File: config.mk
export PLATFORM = sky130hd
export DESIGN_NAME = plsr_top
export DESIGN_NICKNAME = d
export VERILOG_FILES = /design/src/design/plsr_pkg.sv /design/src/design/plsr_top.sv
export VERILOG_INCLUDE_DIRS = /design/src /design/src/design
export SDC_FILE = /design/constraint.sdc
export NUM_CORES = 2
export LEC_CHECK = 0
export BUFFER_PORTS_ARGS = -buffer_cell sky130_fd_sc_hd__buf_2
export CORE_AREA = 2 2 440 224
export DETAILED_ROUTE_END_ITERATION = 12
export DIE_AREA = 0 0 442 226
export GPL_ROUTABILITY_DRIVEN = 0
export PLACE_DENSITY = 0.6
export SYNTH_ARGS = -nofsm -noshare
export SYNTH_HDL_FRONTEND = slang
export SYNTH_SLANG_ARGS = --single-unit
File: constraint.sdc
create_clock -name CLK -period 36.1 [get_ports CLK]
set_input_delay 5.415 -clock CLK [delete_from_list [all_inputs] [get_ports CLK]]
set_output_delay 5.415 -clock CLK [all_outputs]
set_load 0.05 [all_outputs]
File: src/design/plsr_cfg.svh
`ifndef PLSR_CFG_SVH
`define PLSR_CFG_SVH
// ----------------------------------------
// Register offsets
// ----------------------------------------
`define PLSR_A_CTRL 8'h00
`define PLSR_A_SUB 8'h04
`define PLSR_A_DEC1 8'h08
`define PLSR_A_DEC2 8'h0C
`define PLSR_A_SWF 8'h10
`define PLSR_A_REFF 8'h14
`define PLSR_A_COAST 8'h18
`define PLSR_A_UVG 8'h1C
`define PLSR_A_RCNT 8'h20
`define PLSR_A_RWAIT 8'h24
`define PLSR_A_RSEL 8'h28
`define PLSR_A_SUCC 8'h2C
`define PLSR_A_TERM0 8'h30
`define PLSR_A_STAT 8'h50
`define PLSR_A_FREQ 8'h54
// ----------------------------------------
// Field positions
// ----------------------------------------
`define PLSR_CTRL_REGEN_LSB 8
`define PLSR_ST_FAILS_LSB 8
// ----------------------------------------
// Reset values (freq 0.01 Hz, time 0.1 s)
// ----------------------------------------
`define PLSR_RST_SEL 8'h00
`define PLSR_RST_REGEN 2'h0
`define PLSR_RST_SUB 16'h012C
`define PLSR_RST_DEC1 16'h0032
`define PLSR_RST_DEC2 16'h270F
`define PLSR_RST_SWF 16'h1770
`define PLSR_RST_REFF 16'h1770
`define PLSR_RST_COAST 16'h270F
`define PLSR_RST_UVG 16'h0064
`define PLSR_RST_RCNT 8'h00
`define PLSR_RST_RWAIT 8'h0A
`define PLSR_RST_TERM 8'h00
// ----------------------------------------
// Codes
// ----------------------------------------
`define PLSR_UNSET 16'h270F
`define PLSR_SEL_STOP 8'h01
`define PLSR_SEL_STOP_UV 8'h0B
`define PLSR_SEL_CONT 8'h02
`define PLSR_SEL_CONT_UV 8'h0C
`define PLSR_REGEN_EXT 2'h2
`define PLSR_RCNT_MAX 8'h0A
`define PLSR_RCNT_FOUT_MIN 8'h65
`define PLSR_RCNT_FOUT_MAX 8'h6E
`define PLSR_RCNT_OFS 8'h64
`define PLSR_TF_PF 8'h2E
`define PLSR_TF_PF_N 8'h92
`define PLSR_TF_RT 8'h40
`define PLSR_TF_RT_N 8'hA4
// ----------------------------------------
// Timing
// ----------------------------------------
`define PLSR_CLK_NS 40
`define PLSR_TB_NS 100000
`define PLSR_TB_CYCLES (`PLSR_TB_NS / `PLSR_CLK_NS)
`define PLSR_TB_PER_UNIT 1000
`define PLSR_SUCC_MULT 4
`define PLSR_GAIN_SHIFT 7
`endif

File: src/design/plsr_pkg.sv
package plsr_pkg;
    typedef enum logic [2:0] {PF_IDLE, PF_BYPASS, PF_RAMP, PF_STOP} plsr_pf_t;
    typedef enum logic [1:0] {RT_IDLE, RT_WAIT, RT_RUN} plsr_rt_t;
    typedef struct packed {
        logic [7:0] sel;
        logic [1:0] regen;
        logic [15:0] sub;
        logic [15:0] dec1;
        logic [15:0] dec2;
        logic [15:0] swf;
        logic [15:0] reff;
        logic [15:0] coast;
        logic [15:0] uvg;
        logic [7:0] rcnt;
        logic [7:0] rwait;
    } plsr_cfg_t;
endpackage

File: src/design/plsr_top.sv
// Function
// - On undervoltage with stop selected, drop output frequency by subtracted amount first
// - Ramp with first decel time, defined from reference frequency to zero
// - Below switchover frequency use second decel time slope
// - Stop mode: power return still ramps to stop; restart needs run off then on
// - Coasting time not 9999 in stop mode: skip ramp, do auto restart
// - No start at power-up while run already asserted; controller must recycle it
// - Continuation mode: power return during ramp re-accelerates to set frequency
// - Continuation mode: power return after standstill auto restarts if coasting set
// - Selections 11/12 shorten decel on low bus, scaled by avoidance gain
// - Sensorless torque control disables avoidance; 11 acts as 1, 12 as 2
// - Decel status on during ramp, following stop, and any undervoltage
// - Decel status to terminals coded 46 high or 146 low
// - Regenerative selection 2 disables the whole power-fail decel function
// - Negative start frequency clamps to 0 Hz with DC braking, no ramp
// - No power-fail sequence while stopped or in error
// - Stop function selected suppresses undervoltage, power-fail, phase-loss trips
// - Retry count 0 off, 1-10 fault output off, 101-110 output on
// - Wait retry time then clear fault and restart; zero means 0.1 s
// - More consecutive failures than count raises excess fault and trips
// - Fault-free run over four wait times: success count up, failures cleared
// - Writing zero to success counter clears it
// - Retry status on during retry, to terminals coded 64 high or 164 low
`include "plsr_cfg.svh"
`timescale 1ns/1ps
`default_nettype none
module plsr_top #(
    parameter int NF = 8,
    parameter int NTERM = 7,
    parameter int TB_CYCLES = `PLSR_TB_CYCLES
) (
    input wire logic CLK,
    input wire logic RST,
    input wire logic [7:0] PADDR,
    input wire logic PSEL,
    input wire logic PENABLE,
    input wire logic PWRITE,
    input wire logic [31:0] PWDATA,
    output logic [31:0] PRDATA,
    output logic PREADY,
    output logic PSLVERR,
    input wire logic UV_DETECT,
    input wire logic BUS_LOW,
    input wire logic SVC_TORQUE,
    input wire logic DRIVE_STOPPED,
    input wire logic FORWARD_RUN_COMMAND,
    input wire logic REVERSE_RUN_COMMAND,
    input wire logic [15:0] OUT_FREQ,
    input wire logic [NF-1:0] FAULT_IN,
    output logic FREQ_OVR,
    output logic [15:0] FREQ_CMD,
    output logic DC_BRAKE,
    output logic AUTO_RESTART,
    output logic RUN_ENABLE,
    output logic PROT_SUPPRESS,
    output logic RETRY_RESET,
    output logic RETRY_EXCESS_FAULT,
    output logic FAULT_OUT,
    output logic [NTERM-1:0] TERM_OUT
);
    // ----------------------------------------
    // Helpers
    // ----------------------------------------
    function automatic logic [26:0] ticks(input logic [15:0] t);
        ticks = 27'(t) * 27'(`PLSR_TB_PER_UNIT);
    endfunction

    function automatic logic term_fn(input logic [7:0] c, input logic pf, input logic rt);
        term_fn = (c == `PLSR_TF_PF & pf) | (c == `PLSR_TF_PF_N & ~pf) |
            (c == `PLSR_TF_RT & rt) | (c == `PLSR_TF_RT_N & ~rt);
    endfunction

    // ----------------------------------------
    // Time base
    // ----------------------------------------
    logic [15:0] tb_q, tb_d;
    logic tick_q, tick_d;

    always_comb begin
        tb_d = tb_q + 16'h0001;
        tick_d = 1'b0;
        if (tb_q >= 16'(TB_CYCLES - 1)) begin
            tb_d = 16'h0000;
            tick_d = 1'b1;
        end
    end

    always_ff @(posedge CLK or posedge RST) begin
        if (RST) begin
            tb_q <= 16'h0000;
            tick_q <= 1'b0;
        end else begin
            tb_q <= tb_d;
            tick_q <= tick_d;
        end
    end

    // ----------------------------------------
    // Register file
    // ----------------------------------------
    plsr_pkg::plsr_cfg_t cfg_q, cfg_d;
    logic [NF-1:0] rsel_q, rsel_d;
    logic [7:0] term_q [NTERM];
    logic [7:0] term_d [NTERM];
    logic [31:0] rdata_q, rdata_d;
    logic ready_q, ready_d;
    logic err_q, err_d;
    logic wr, wr_rcnt, wr_succ0;
    logic [7:0] tidx;
    logic hit_term;
    plsr_pkg::plsr_pf_t pf_q, pf_d;
    plsr_pkg::plsr_rt_t rt_q, rt_d;
    logic [15:0] freq_q, freq_d;
    logic [7:0] fails_q, fails_d;
    logic [15:0] succ_q, succ_d;
    logic excess_q, excess_d;
    logic pfs_q, pfs_d;
    logic rtb_q;

    assign wr = PSEL & PENABLE & PWRITE & ready_q;
    assign tidx = 8'((PADDR - `PLSR_A_TERM0) >> 2);
    assign hit_term = PADDR >= `PLSR_A_TERM0 && tidx < 8'(NTERM) && PADDR[1:0] == 2'h0;
    assign wr_rcnt = wr & (PADDR == `PLSR_A_RCNT);
    assign wr_succ0 = wr & (PADDR == `PLSR_A_SUCC) & (PWDATA[15:0] == 16'h0000);

    always_comb begin
        cfg_d = cfg_q;
        rsel_d = rsel_q;
        term_d = term_q;
        rdata_d = rdata_q;
        err_d = 1'b0;
        // Zero wait: answer in the first access cycle
        ready_d = PSEL & ~PENABLE;
        if (PSEL & ~PENABLE) begin
            rdata_d = 32'h0000_0000;
            case (PADDR)
                `PLSR_A_CTRL: rdata_d = {22'h0, cfg_q.regen, cfg_q.sel};
                `PLSR_A_SUB: rdata_d = {16'h0, cfg_q.sub};
                `PLSR_A_DEC1: rdata_d = {16'h0, cfg_q.dec1};
                `PLSR_A_DEC2: rdata_d = {16'h0, cfg_q.dec2};
                `PLSR_A_SWF: rdata_d = {16'h0, cfg_q.swf};
                `PLSR_A_REFF: rdata_d = {16'h0, cfg_q.reff};
                `PLSR_A_COAST: rdata_d = {16'h0, cfg_q.coast};
                `PLSR_A_UVG: rdata_d = {16'h0, cfg_q.uvg};
                `PLSR_A_RCNT: rdata_d = {24'h0, cfg_q.rcnt};
                `PLSR_A_RWAIT: rdata_d = {24'h0, cfg_q.rwait};
                `PLSR_A_RSEL: rdata_d = 32'(rsel_q);
                `PLSR_A_SUCC: rdata_d = {16'h0, succ_q};
                `PLSR_A_STAT: rdata_d = {16'h0, fails_q, 4'h0, FREQ_OVR, excess_q, rtb_q, pfs_q};
                `PLSR_A_FREQ: rdata_d = {16'h0, freq_q};
                default: begin
                    if (hit_term) begin
                        rdata_d = {24'h0, term_q[tidx[2:0]]};
                    end else begin
                        err_d = 1'b1;
                    end
                end
            endcase
        end
        if (wr) begin
            case (PADDR)
                `PLSR_A_CTRL: begin
                    cfg_d.sel = PWDATA[7:0];
                    cfg_d.regen = PWDATA[`PLSR_CTRL_REGEN_LSB +: 2];
                end
                `PLSR_A_SUB: cfg_d.sub = PWDATA[15:0];
                `PLSR_A_DEC1: cfg_d.dec1 = PWDATA[15:0];
                `PLSR_A_DEC2: cfg_d.dec2 = PWDATA[15:0];
                `PLSR_A_SWF: cfg_d.swf = PWDATA[15:0];
                `PLSR_A_REFF: cfg_d.reff = PWDATA[15:0];
                `PLSR_A_COAST: cfg_d.coast = PWDATA[15:0];
                `PLSR_A_UVG: cfg_d.uvg = PWDATA[15:0];
                `PLSR_A_RCNT: cfg_d.rcnt = PWDATA[7:0];
                `PLSR_A_RWAIT: cfg_d.rwait = PWDATA[7:0];
                `PLSR_A_RSEL: rsel_d = PWDATA[NF-1:0];
                default: begin
                    if (hit_term) begin
                        term_d[tidx[2:0]] = PWDATA[7:0];
                    end
                end
            endcase
        end
    end

    always_ff @(posedge CLK or posedge RST) begin
        if (RST) begin
            cfg_q <= '{`PLSR_RST_SEL, `PLSR_RST_REGEN, `PLSR_RST_SUB, `PLSR_RST_DEC1,
                `PLSR_RST_DEC2, `PLSR_RST_SWF, `PLSR_RST_REFF, `PLSR_RST_COAST,
                `PLSR_RST_UVG, `PLSR_RST_RCNT, `PLSR_RST_RWAIT};
            rsel_q <= '0;
            for (int i = 0; i < NTERM; i++) begin
                term_q[i] <= `PLSR_RST_TERM;
            end
            rdata_q <= 32'h0000_0000;
            ready_q <= 1'b0;
            err_q <= 1'b0;
        end else begin
            cfg_q <= cfg_d;
            rsel_q <= rsel_d;
            term_q <= term_d;
            rdata_q <= rdata_d;
            ready_q <= ready_d;
            err_q <= err_d;
        end
    end

    assign PRDATA = rdata_q;
    assign PREADY = ready_q;
    assign PSLVERR = err_q;

    // ----------------------------------------
    // Power-failure sequencer
    // ----------------------------------------
    logic [27:0] acc_q, acc_d;
    logic armed_q, armed_d;
    logic dcb_d, ar_d, ovr_d, run_en_d, sup_d;
    logic dcb_q, ar_q, ovr_q, run_en_q, sup_q;
    logic stop_m, cont_m, uv_av, func_en, coast_on, run_any, drv_err;
    logic [26:0] t1, t2, tsel, boost;
    logic [31:0] prod;

    assign run_any = FORWARD_RUN_COMMAND | REVERSE_RUN_COMMAND;
    // Torque control folds 11/12 onto 1/2
    assign stop_m = cfg_q.sel == `PLSR_SEL_STOP || cfg_q.sel == `PLSR_SEL_STOP_UV;
    assign cont_m = cfg_q.sel == `PLSR_SEL_CONT || cfg_q.sel == `PLSR_SEL_CONT_UV;
    assign uv_av = (cfg_q.sel == `PLSR_SEL_STOP_UV || cfg_q.sel == `PLSR_SEL_CONT_UV) & ~SVC_TORQUE;
    assign func_en = (stop_m | cont_m) & (cfg_q.regen != `PLSR_REGEN_EXT);
    assign coast_on = cfg_q.coast != `PLSR_UNSET;
    assign drv_err = (|FAULT_IN) | excess_q;
    assign t1 = ticks(cfg_q.dec1);
    assign t2 = (cfg_q.dec2 == `PLSR_UNSET) ? t1 : ticks(cfg_q.dec2);
    assign tsel = (freq_q < cfg_q.swf) ? t2 : t1;
    assign prod = cfg_q.reff * cfg_q.uvg;
    // Low bus steepens the slope in proportion to the gain
    assign boost = (uv_av & BUS_LOW) ? 27'(prod >> `PLSR_GAIN_SHIFT) : 27'h0;

    always_comb begin
        pf_d = pf_q;
        freq_d = freq_q;
        acc_d = acc_q;
        dcb_d = 1'b0;
        ar_d = 1'b0;
        // Power-up with run held stays locked until run drops
        armed_d = armed_q | ~run_any;
        case (pf_q)
            plsr_pkg::PF_IDLE: begin
                if (UV_DETECT & func_en & ~DRIVE_STOPPED & ~drv_err) begin
                    acc_d = 28'h0;
                    if (stop_m & coast_on) begin
                        pf_d = plsr_pkg::PF_BYPASS;
                    end else if (OUT_FREQ >= cfg_q.sub) begin
                        freq_d = OUT_FREQ - cfg_q.sub;
                        pf_d = plsr_pkg::PF_RAMP;
                    end else begin
                        freq_d = 16'h0000;
                        dcb_d = 1'b1;
                        pf_d = plsr_pkg::PF_STOP;
                    end
                end
            end
            plsr_pkg::PF_BYPASS: begin
                if (~UV_DETECT) begin
                    ar_d = 1'b1;
                    pf_d = plsr_pkg::PF_IDLE;
                end
            end
            plsr_pkg::PF_RAMP: begin
                if (~UV_DETECT & cont_m) begin
                    pf_d = plsr_pkg::PF_IDLE;
                end else if (freq_q == 16'h0000 || tsel == 27'h0) begin
                    freq_d = 16'h0000;
                    pf_d = plsr_pkg::PF_STOP;
                end else if (tick_q) begin
                    // One step per tick; slopes faster than that are capped
                    acc_d = acc_q + 28'(cfg_q.reff) + 28'(boost);
                    if (acc_d >= 28'(tsel)) begin
                        acc_d = acc_d - 28'(tsel);
                        freq_d = freq_q - 16'h0001;
                    end
                end
            end
            plsr_pkg::PF_STOP: begin
                if (~UV_DETECT & cont_m & coast_on) begin
                    ar_d = 1'b1;
                    pf_d = plsr_pkg::PF_IDLE;
                end else if (~UV_DETECT & ~run_any) begin
                    pf_d = plsr_pkg::PF_IDLE;
                end
            end
            default: pf_d = plsr_pkg::PF_IDLE;
        endcase
        if (pf_d == plsr_pkg::PF_STOP) begin
            armed_d = 1'b0;
        end
        ovr_d = pf_d == plsr_pkg::PF_RAMP || pf_d == plsr_pkg::PF_STOP;
        run_en_d = armed_d & (pf_d != plsr_pkg::PF_STOP);
        pfs_d = ovr_d | UV_DETECT;
        sup_d = func_en;
    end

    always_ff @(posedge CLK or posedge RST) begin
        if (RST) begin
            pf_q <= plsr_pkg::PF_IDLE;
            freq_q <= 16'h0000;
            acc_q <= 28'h0;
            armed_q <= 1'b0;
            dcb_q <= 1'b0;
            ar_q <= 1'b0;
            ovr_q <= 1'b0;
            run_en_q <= 1'b0;
            pfs_q <= 1'b0;
            sup_q <= 1'b0;
        end else begin
            pf_q <= pf_d;
            freq_q <= freq_d;
            acc_q <= acc_d;
            armed_q <= armed_d;
            dcb_q <= dcb_d;
            ar_q <= ar_d;
            ovr_q <= ovr_d;
            run_en_q <= run_en_d;
            pfs_q <= pfs_d;
            sup_q <= sup_d;
        end
    end

    assign FREQ_OVR = ovr_q;
    assign FREQ_CMD = freq_q;
    assign DC_BRAKE = dcb_q;
    assign AUTO_RESTART = ar_q;
    assign RUN_ENABLE = run_en_q;
    assign PROT_SUPPRESS = sup_q;

    // ----------------------------------------
    // Retry controller
    // ----------------------------------------
    logic [29:0] cnt_q, cnt_d;
    logic rres_d, rres_q, fout_d, fout_q, rtb_d;
    logic [7:0] nmax;
    logic fhit, fout_mode;
    logic [26:0] wait_t;

    assign fout_mode = cfg_q.rcnt >= `PLSR_RCNT_FOUT_MIN && cfg_q.rcnt <= `PLSR_RCNT_FOUT_MAX;
    assign nmax = fout_mode ? cfg_q.rcnt - `PLSR_RCNT_OFS :
        (cfg_q.rcnt <= `PLSR_RCNT_MAX ? cfg_q.rcnt : 8'h00);
    assign wait_t = ticks(cfg_q.rwait == 8'h00 ? 16'h0001 : {8'h00, cfg_q.rwait});
    assign fhit = |(FAULT_IN & rsel_q);

    always_comb begin
        rt_d = rt_q;
        cnt_d = cnt_q;
        fails_d = fails_q;
        succ_d = wr_succ0 ? 16'h0000 : succ_q;
        excess_d = excess_q & ~wr_rcnt;
        rres_d = 1'b0;
        case (rt_q)
            plsr_pkg::RT_IDLE, plsr_pkg::RT_RUN: begin
                // The stale fault is ignored until the first tick after restart
                if (fhit & ~excess_q & (rt_q == plsr_pkg::RT_IDLE || cnt_q != 30'h0)) begin
                    cnt_d = 30'h0;
                    if (nmax == 8'h00) begin
                        rt_d = plsr_pkg::RT_IDLE;
                    end else if (fails_q >= nmax) begin
                        excess_d = 1'b1;
                        rt_d = plsr_pkg::RT_IDLE;
                    end else begin
                        fails_d = fails_q + 8'h01;
                        rt_d = plsr_pkg::RT_WAIT;
                    end
                end else if (rt_q == plsr_pkg::RT_RUN && tick_q) begin
                    cnt_d = cnt_q + 30'h1;
                    if (cnt_d > 30'(wait_t) * 30'(`PLSR_SUCC_MULT)) begin
                        succ_d = succ_d + 16'h0001;
                        fails_d = 8'h00;
                        rt_d = plsr_pkg::RT_IDLE;
                    end
                end
            end
            plsr_pkg::RT_WAIT: begin
                if (tick_q) begin
                    cnt_d = cnt_q + 30'h1;
                    if (cnt_d >= 30'(wait_t)) begin
                        rres_d = 1'b1;
                        cnt_d = 30'h0;
                        rt_d = plsr_pkg::RT_RUN;
                    end
                end
            end
            default: rt_d = plsr_pkg::RT_IDLE;
        endcase
        if (wr_rcnt) begin
            fails_d = 8'h00;
        end
        rtb_d = rt_d != plsr_pkg::RT_IDLE;
        fout_d = excess_d | ((|FAULT_IN) & (~rtb_d | fout_mode));
    end

    always_ff @(posedge CLK or posedge RST) begin
        if (RST) begin
            rt_q <= plsr_pkg::RT_IDLE;
            cnt_q <= 30'h0;
            fails_q <= 8'h00;
            succ_q <= 16'h0000;
            excess_q <= 1'b0;
            rres_q <= 1'b0;
            rtb_q <= 1'b0;
            fout_q <= 1'b0;
        end else begin
            rt_q <= rt_d;
            cnt_q <= cnt_d;
            fails_q <= fails_d;
            succ_q <= succ_d;
            excess_q <= excess_d;
            rres_q <= rres_d;
            rtb_q <= rtb_d;
            fout_q <= fout_d;
        end
    end

    assign RETRY_RESET = rres_q;
    assign RETRY_EXCESS_FAULT = excess_q;
    assign FAULT_OUT = fout_q;

    // ----------------------------------------
    // Output terminals
    // ----------------------------------------
    logic [NTERM-1:0] tout_q, tout_d;

    always_comb begin
        for (int i = 0; i < NTERM; i++) begin
            tout_d[i] = term_fn(term_q[i], pfs_d, rtb_d);
        end
    end

    always_ff @(posedge CLK or posedge RST) begin
        if (RST) begin
            tout_q <= '0;
        end else begin
            tout_q <= tout_d;
        end
    end

    assign TERM_OUT = tout_q;
endmodule
`default_nettype wire

==> flow_summary.rst <==
.. list-table::
   :header-rows: 1

   * - Metric
     - Value
   * - Total of flip-flops plus latches after synthesis
     - 357
   * - Crit path time final
     - 12.90 ns
   * - Critical path's most frequent cell
     - sky130_fd_sc_hd__fa_1
   * - Initial cell density of the core
     - about two fifths
   * - Fraction of registers with async set or reset after synthesis
     - 100%
   * - Simple-Gate Fraction of Synth Area
     - 14.9%
   * - Number of synthesized flops with an enable pin
     - 0
   * - Post-CTS resize count
     - 0
   * - Cell type group with the largest total delay on the critical path
     - adder cells
   * - Via count
     - 30300
   * - Final number of hold-violating endpoints
     - 0
   * - Area after detailed placement
     - 39900 um^2
   * - Clock tree buffer depth
     - 3
   * - Startpoint of the tightest hold check path
     - term_q[48]
   * - Antenna diode instance count
     - 0
   * - Setup repair after global routing missed its margin
     - no
   * - Sequential element share of the synthesized area
     - 23.6%
   * - Via/cell ratio
     - 5.65
   * - Result of the run
     - completed
   * - Clock slew at reported path FFs
     - 0.07 ns
   * - Number of H-tree branching levels
     - 2
   * - Crit share post-route
     - 35.7%
   * - CTS tree
     - yes
   * - Total number of placement rows
     - 81
   * - Biggest cell delay along the critical path
     - 0.91 ns
   * - Critical path data required time
     - 36.57 ns
   * - Number of antenna violations at the first check in global routing
     - 9
   * - Non-filler instance count after layout
     - 5358
   * - Classification of the worst setup path
     - reg -> reg
   * - Pin slew with the least headroom to its limit
     - 1.30 ns
   * - FMAX
     - between 70 and 80 MHz
   * - Proportion of total power due to net switching
     - 29.3%
   * - Maximum vdd drop
     - 0.0264 mV
   * - Area fraction in compound gates after synthesis
     - approximately 12%
   * - Slew Limit Headroom
     - roughly 12%
   * - Share of the synthesized area in the top cell type
     - 20.7%
   * - Total power divided by cell area
     - 25.9 nW/um^2
   * - Core area
     - approximately 96000 um^2
   * - Final global-route overflow total
     - 0
   * - Total wire length
     - about 120000 um
   * - Root buf cell
     - sky130_fd_sc_hd__clkbuf_16
   * - CTS Sinks
     - between 300 and 400
   * - Final setup TNS
     - 0 ns
   * - Clock network fraction of total power
     - 45.4%
   * - Overall die area
     - 99900 um^2
   * - Critical path launch point type
     - flip-flop
   * - Total global-route track usage
     - 24.0%
   * - Leakage
     - approximately 21 nW
   * - Final design area excluding fillers
     - 41400 um^2
   * - Later-pin clock latency in the skew report
     - 0.60 ns
   * - Cell Int Power
     - between 0.7 and 0.8 mW
   * - Synthesized instance count
     - 3994
   * - Most common cell in the synthesized netlist
     - sky130_fd_sc_hd__inv_1
   * - Most instantiated flip-flop cell in the synthesis netlist
     - sky130_fd_sc_hd__dfrtp_1
   * - Depth of the worst register-to-register path
     - 41
   * - Switch Pwr
     - 0.314 mW
   * - Number of maximum-capacitance violations
     - 0
   * - Share of cells above drive strength 1
     - 12.3%
   * - Crit end category
     - flip-flop
   * - Biggest fanout along the worst timing path
     - 19
   * - Largest net degree at the start of global routing
     - 118
   * - Crit Reg-Reg Startpoint
     - cfg_q[57]
   * - Sequential fraction of design power
     - approximately two fifths
   * - Adder-Cell Fraction of Synth Area
     - between 30% and 40%
   * - Proportion of power drawn by combinational gates
     - approximately 15%
   * - Setup fix buffers added after clock tree synthesis
     - 0
   * - Nets
     - around 4800
   * - IO Pins
     - 140
   * - Number of distinct library cells after synthesis
     - 97
   * - Xor/xnor share of the synthesized area
     - 3.89%
   * - Worst Clk Skew
     - roughly 0.018 ns
   * - Post-synth top cells
     - sky130_fd_sc_hd__inv_1, sky130_fd_sc_hd__ha_1, sky130_fd_sc_hd__nand2_1
   * - Cell taking the most area after synthesis
     - sky130_fd_sc_hd__dfrtp_1
   * - Clock buffer count from CTS
     - 40
   * - Routed wire length per instance
     - 22.3 um
   * - Remaining routing DRC violations
     - 0
   * - Area Overhead vs Synth
     - 8.70%
   * - Post-detail-place hpwl
     - 93500 um
   * - Number of global-route vias before repair
     - 28400
   * - Number of logic stages on the critical path including buffering
     - 41
   * - Slowest library cell on the worst path
     - sky130_fd_sc_hd__dfstp_2
   * - Mux contribution to synthesized area
     - 7.82%
   * - Post-Synthesis Mean Instance Area
     - 9.54 um^2
   * - Wire length of the first global-routing pass
     - 183000 um
   * - Total iterations of the first detailed-routing run
     - 6
   * - Main area contributors after synthesis
     - sky130_fd_sc_hd__dfrtp_1, sky130_fd_sc_hd__fa_1, sky130_fd_sc_hd__ha_1, sky130_fd_sc_hd__mux2_2, sky130_fd_sc_hd__inv_1
   * - Port bufs
     - 107
   * - Number of endpoints failing setup at the final stage
     - 0
   * - Horizontal die dimension
     - 442 um
   * - Reg-to-reg critical path endpoint
     - FREQ_CMD[0]
   * - Worst hold endpoint
     - TERM_OUT[0]
   * - Final Slew Violations
     - 0
   * - # hold bufs at CTS
     - 0
   * - Class of the tightest hold or removal check
     - reg -> reg
   * - Main combinational cell family by area after synthesis
     - adder cells
   * - Height of the die
     - 226 um
   * - WHS Path Cells
     - 1
   * - Initial DRC Count
     - 3441
   * - CP bufs+invs
     - 3
   * - Reg2Reg Setup Slack
     - 23.20 ns
   * - Worst path arrival time
     - 13.38 ns
   * - Post-synthesis cell area
     - 38100 um^2
   * - Number of antenna-violating nets in the routed design
     - 0
   * - Number of cells after detailed placement
     - approximately 5300
   * - Number of warnings reported in the yosys synthesis log
     - 0
[layout make-up]
type / count / area (um^2)
Clock buffer: 51 / 1090
Inverter: 517 / 1950
Clock inverter: 22 / 418
Tap cell: 1286 / 1610
Sequential cell: 357 / 8990
Multi-Input combinational cell: 2980 / 26500
Timing Repair Buffer: 145 / 821
Fill cell: 9370 / 55000
[placed cells by master (no fill, tap or decap), types with 31 or more instances in the layout]
cell | Yosys | layout
sky130_fd_sc_hd__ha_1 | 389 | 389
sky130_fd_sc_hd__nor2_1 | 207 | 205
sky130_fd_sc_hd__o211ai_1 | 32 | 32
sky130_fd_sc_hd__nand2b_1 | 37 | 37
sky130_fd_sc_hd__nand3_1 | 77 | 77
sky130_fd_sc_hd__clkbuf_16 | 0 | 40
sky130_fd_sc_hd__buf_4 | 22 | 38
sky130_fd_sc_hd__a21oi_1 | 149 | 148
sky130_fd_sc_hd__nor3_1 | 61 | 61
sky130_fd_sc_hd__mux2i_1 | 49 | 49
sky130_fd_sc_hd__o21ai_0 | 101 | 101
sky130_fd_sc_hd__and3_1 | 31 | 31
sky130_fd_sc_hd__and2_1 | 133 | 133
sky130_fd_sc_hd__a21o_1 | 49 | 49
sky130_fd_sc_hd__nand4_1 | 44 | 44
sky130_fd_sc_hd__mux2_2 | 205 | 205
sky130_fd_sc_hd__buf_2 | 11 | 107
sky130_fd_sc_hd__xnor2_1 | 106 | 106
sky130_fd_sc_hd__a22o_1 | 39 | 39
sky130_fd_sc_hd__fa_1 | 338 | 338
sky130_fd_sc_hd__dfstp_2 | 42 | 42
sky130_fd_sc_hd__nand2_1 | 359 | 359
sky130_fd_sc_hd__inv_1 | 516 | 515
sky130_fd_sc_hd__dfrtp_1 | 315 | 315
sky130_fd_sc_hd__xor2_1 | 63 | 63
sky130_fd_sc_hd__a22oi_1 | 55 | 55
[worst max-delay path by stage]
| stage | to | slack [ns] | startpoint |
|---|---|---|---|
| finish | FREQ_CMD[0] | 23.20 | cfg_q[57] |
| global placement | FREQ_CMD[0] | 22.89 | SVC_TORQUE |
| global route | FREQ_CMD[0] | 22.42 | cfg_q[57] |
| detailed placement | FREQ_CMD[0] | 22.84 | SVC_TORQUE |
| floorplan | AUTO_RESTART | 20.85 | RST |
| CTS | FREQ_CMD[0] | 23.29 | cfg_q[48] |
[worst register-to-register path, delay by kind of cell, from the launching register on]
kind / cells / cell delay, ns
AO/OA/AOI/OAI: 16 / 4.26
AND/OR/NAND/NOR: 9 / 2.03
buffers and inverters: 3 / 0.16
multiplexers: 1 / 0.38
adder cells (fa/ha/maj): 10 / 4.69
flip-flops: 1 / 0.91
XOR/XNOR: 2 / 0.37
[flip-flops by register name, indices dropped and copies added, names as in the netlist, 16 cells and up]
register  cells
PRDATA       16
term_q       56
acc_q        28
tb_q         16
FREQ_CMD     16
cfg_q       138
succ_q       16
cnt_q        30
[metal layers]
metal	wire length, um	up-vias	part of all wire, %	track usage, %
li1	-	13800	-	-
met1	63100	15000	53	40.7
met2	41200	1298	34	28.5
met3	13400	112	11	6.72
met4	1810	2	1.5	3.91
met5	11	-	0.0092	0
[logic make-up (layout without fill, tap and decap cells)]
logic type | Yosys count | after routing
compound gates | 679 | 679
other cells | 1 | 21
simple gates | 1122 | 1122
mux | 262 | 262
fa+ha+maj | 727 | 727
xor+xnor | 169 | 169
flops | 357 | 357
buf+inv | 677 | 735
[per-stage QoR]
stage,hold WS [ns],power [mW],setup WS (ns),utilization (%)
floorplan,0.410,0.541,20.85,-
global placement,0.464,0.589,22.89,41.4
detailed placement,0.472,0.589,22.84,41.4
CTS,0.494,1.07,23.29,43.0
global route,0.498,1.11,22.42,43.0
finish,0.483,1.07,23.20,43.0
[power by group through the flow]
stage / clock network (mW) / registers (mW) / logic (mW)
after floorplan: 0 / 0.431 / 0.110
after global placement: 0 / 0.429 / 0.160
after detailed placement: 0 / 0.429 / 0.160
after CTS: 0.492 / 0.422 / 0.161
after global routing: 0.508 / 0.423 / 0.176
final: 0.487 / 0.422 / 0.163
Note: power is estimated with default switching activity, not from simulation.
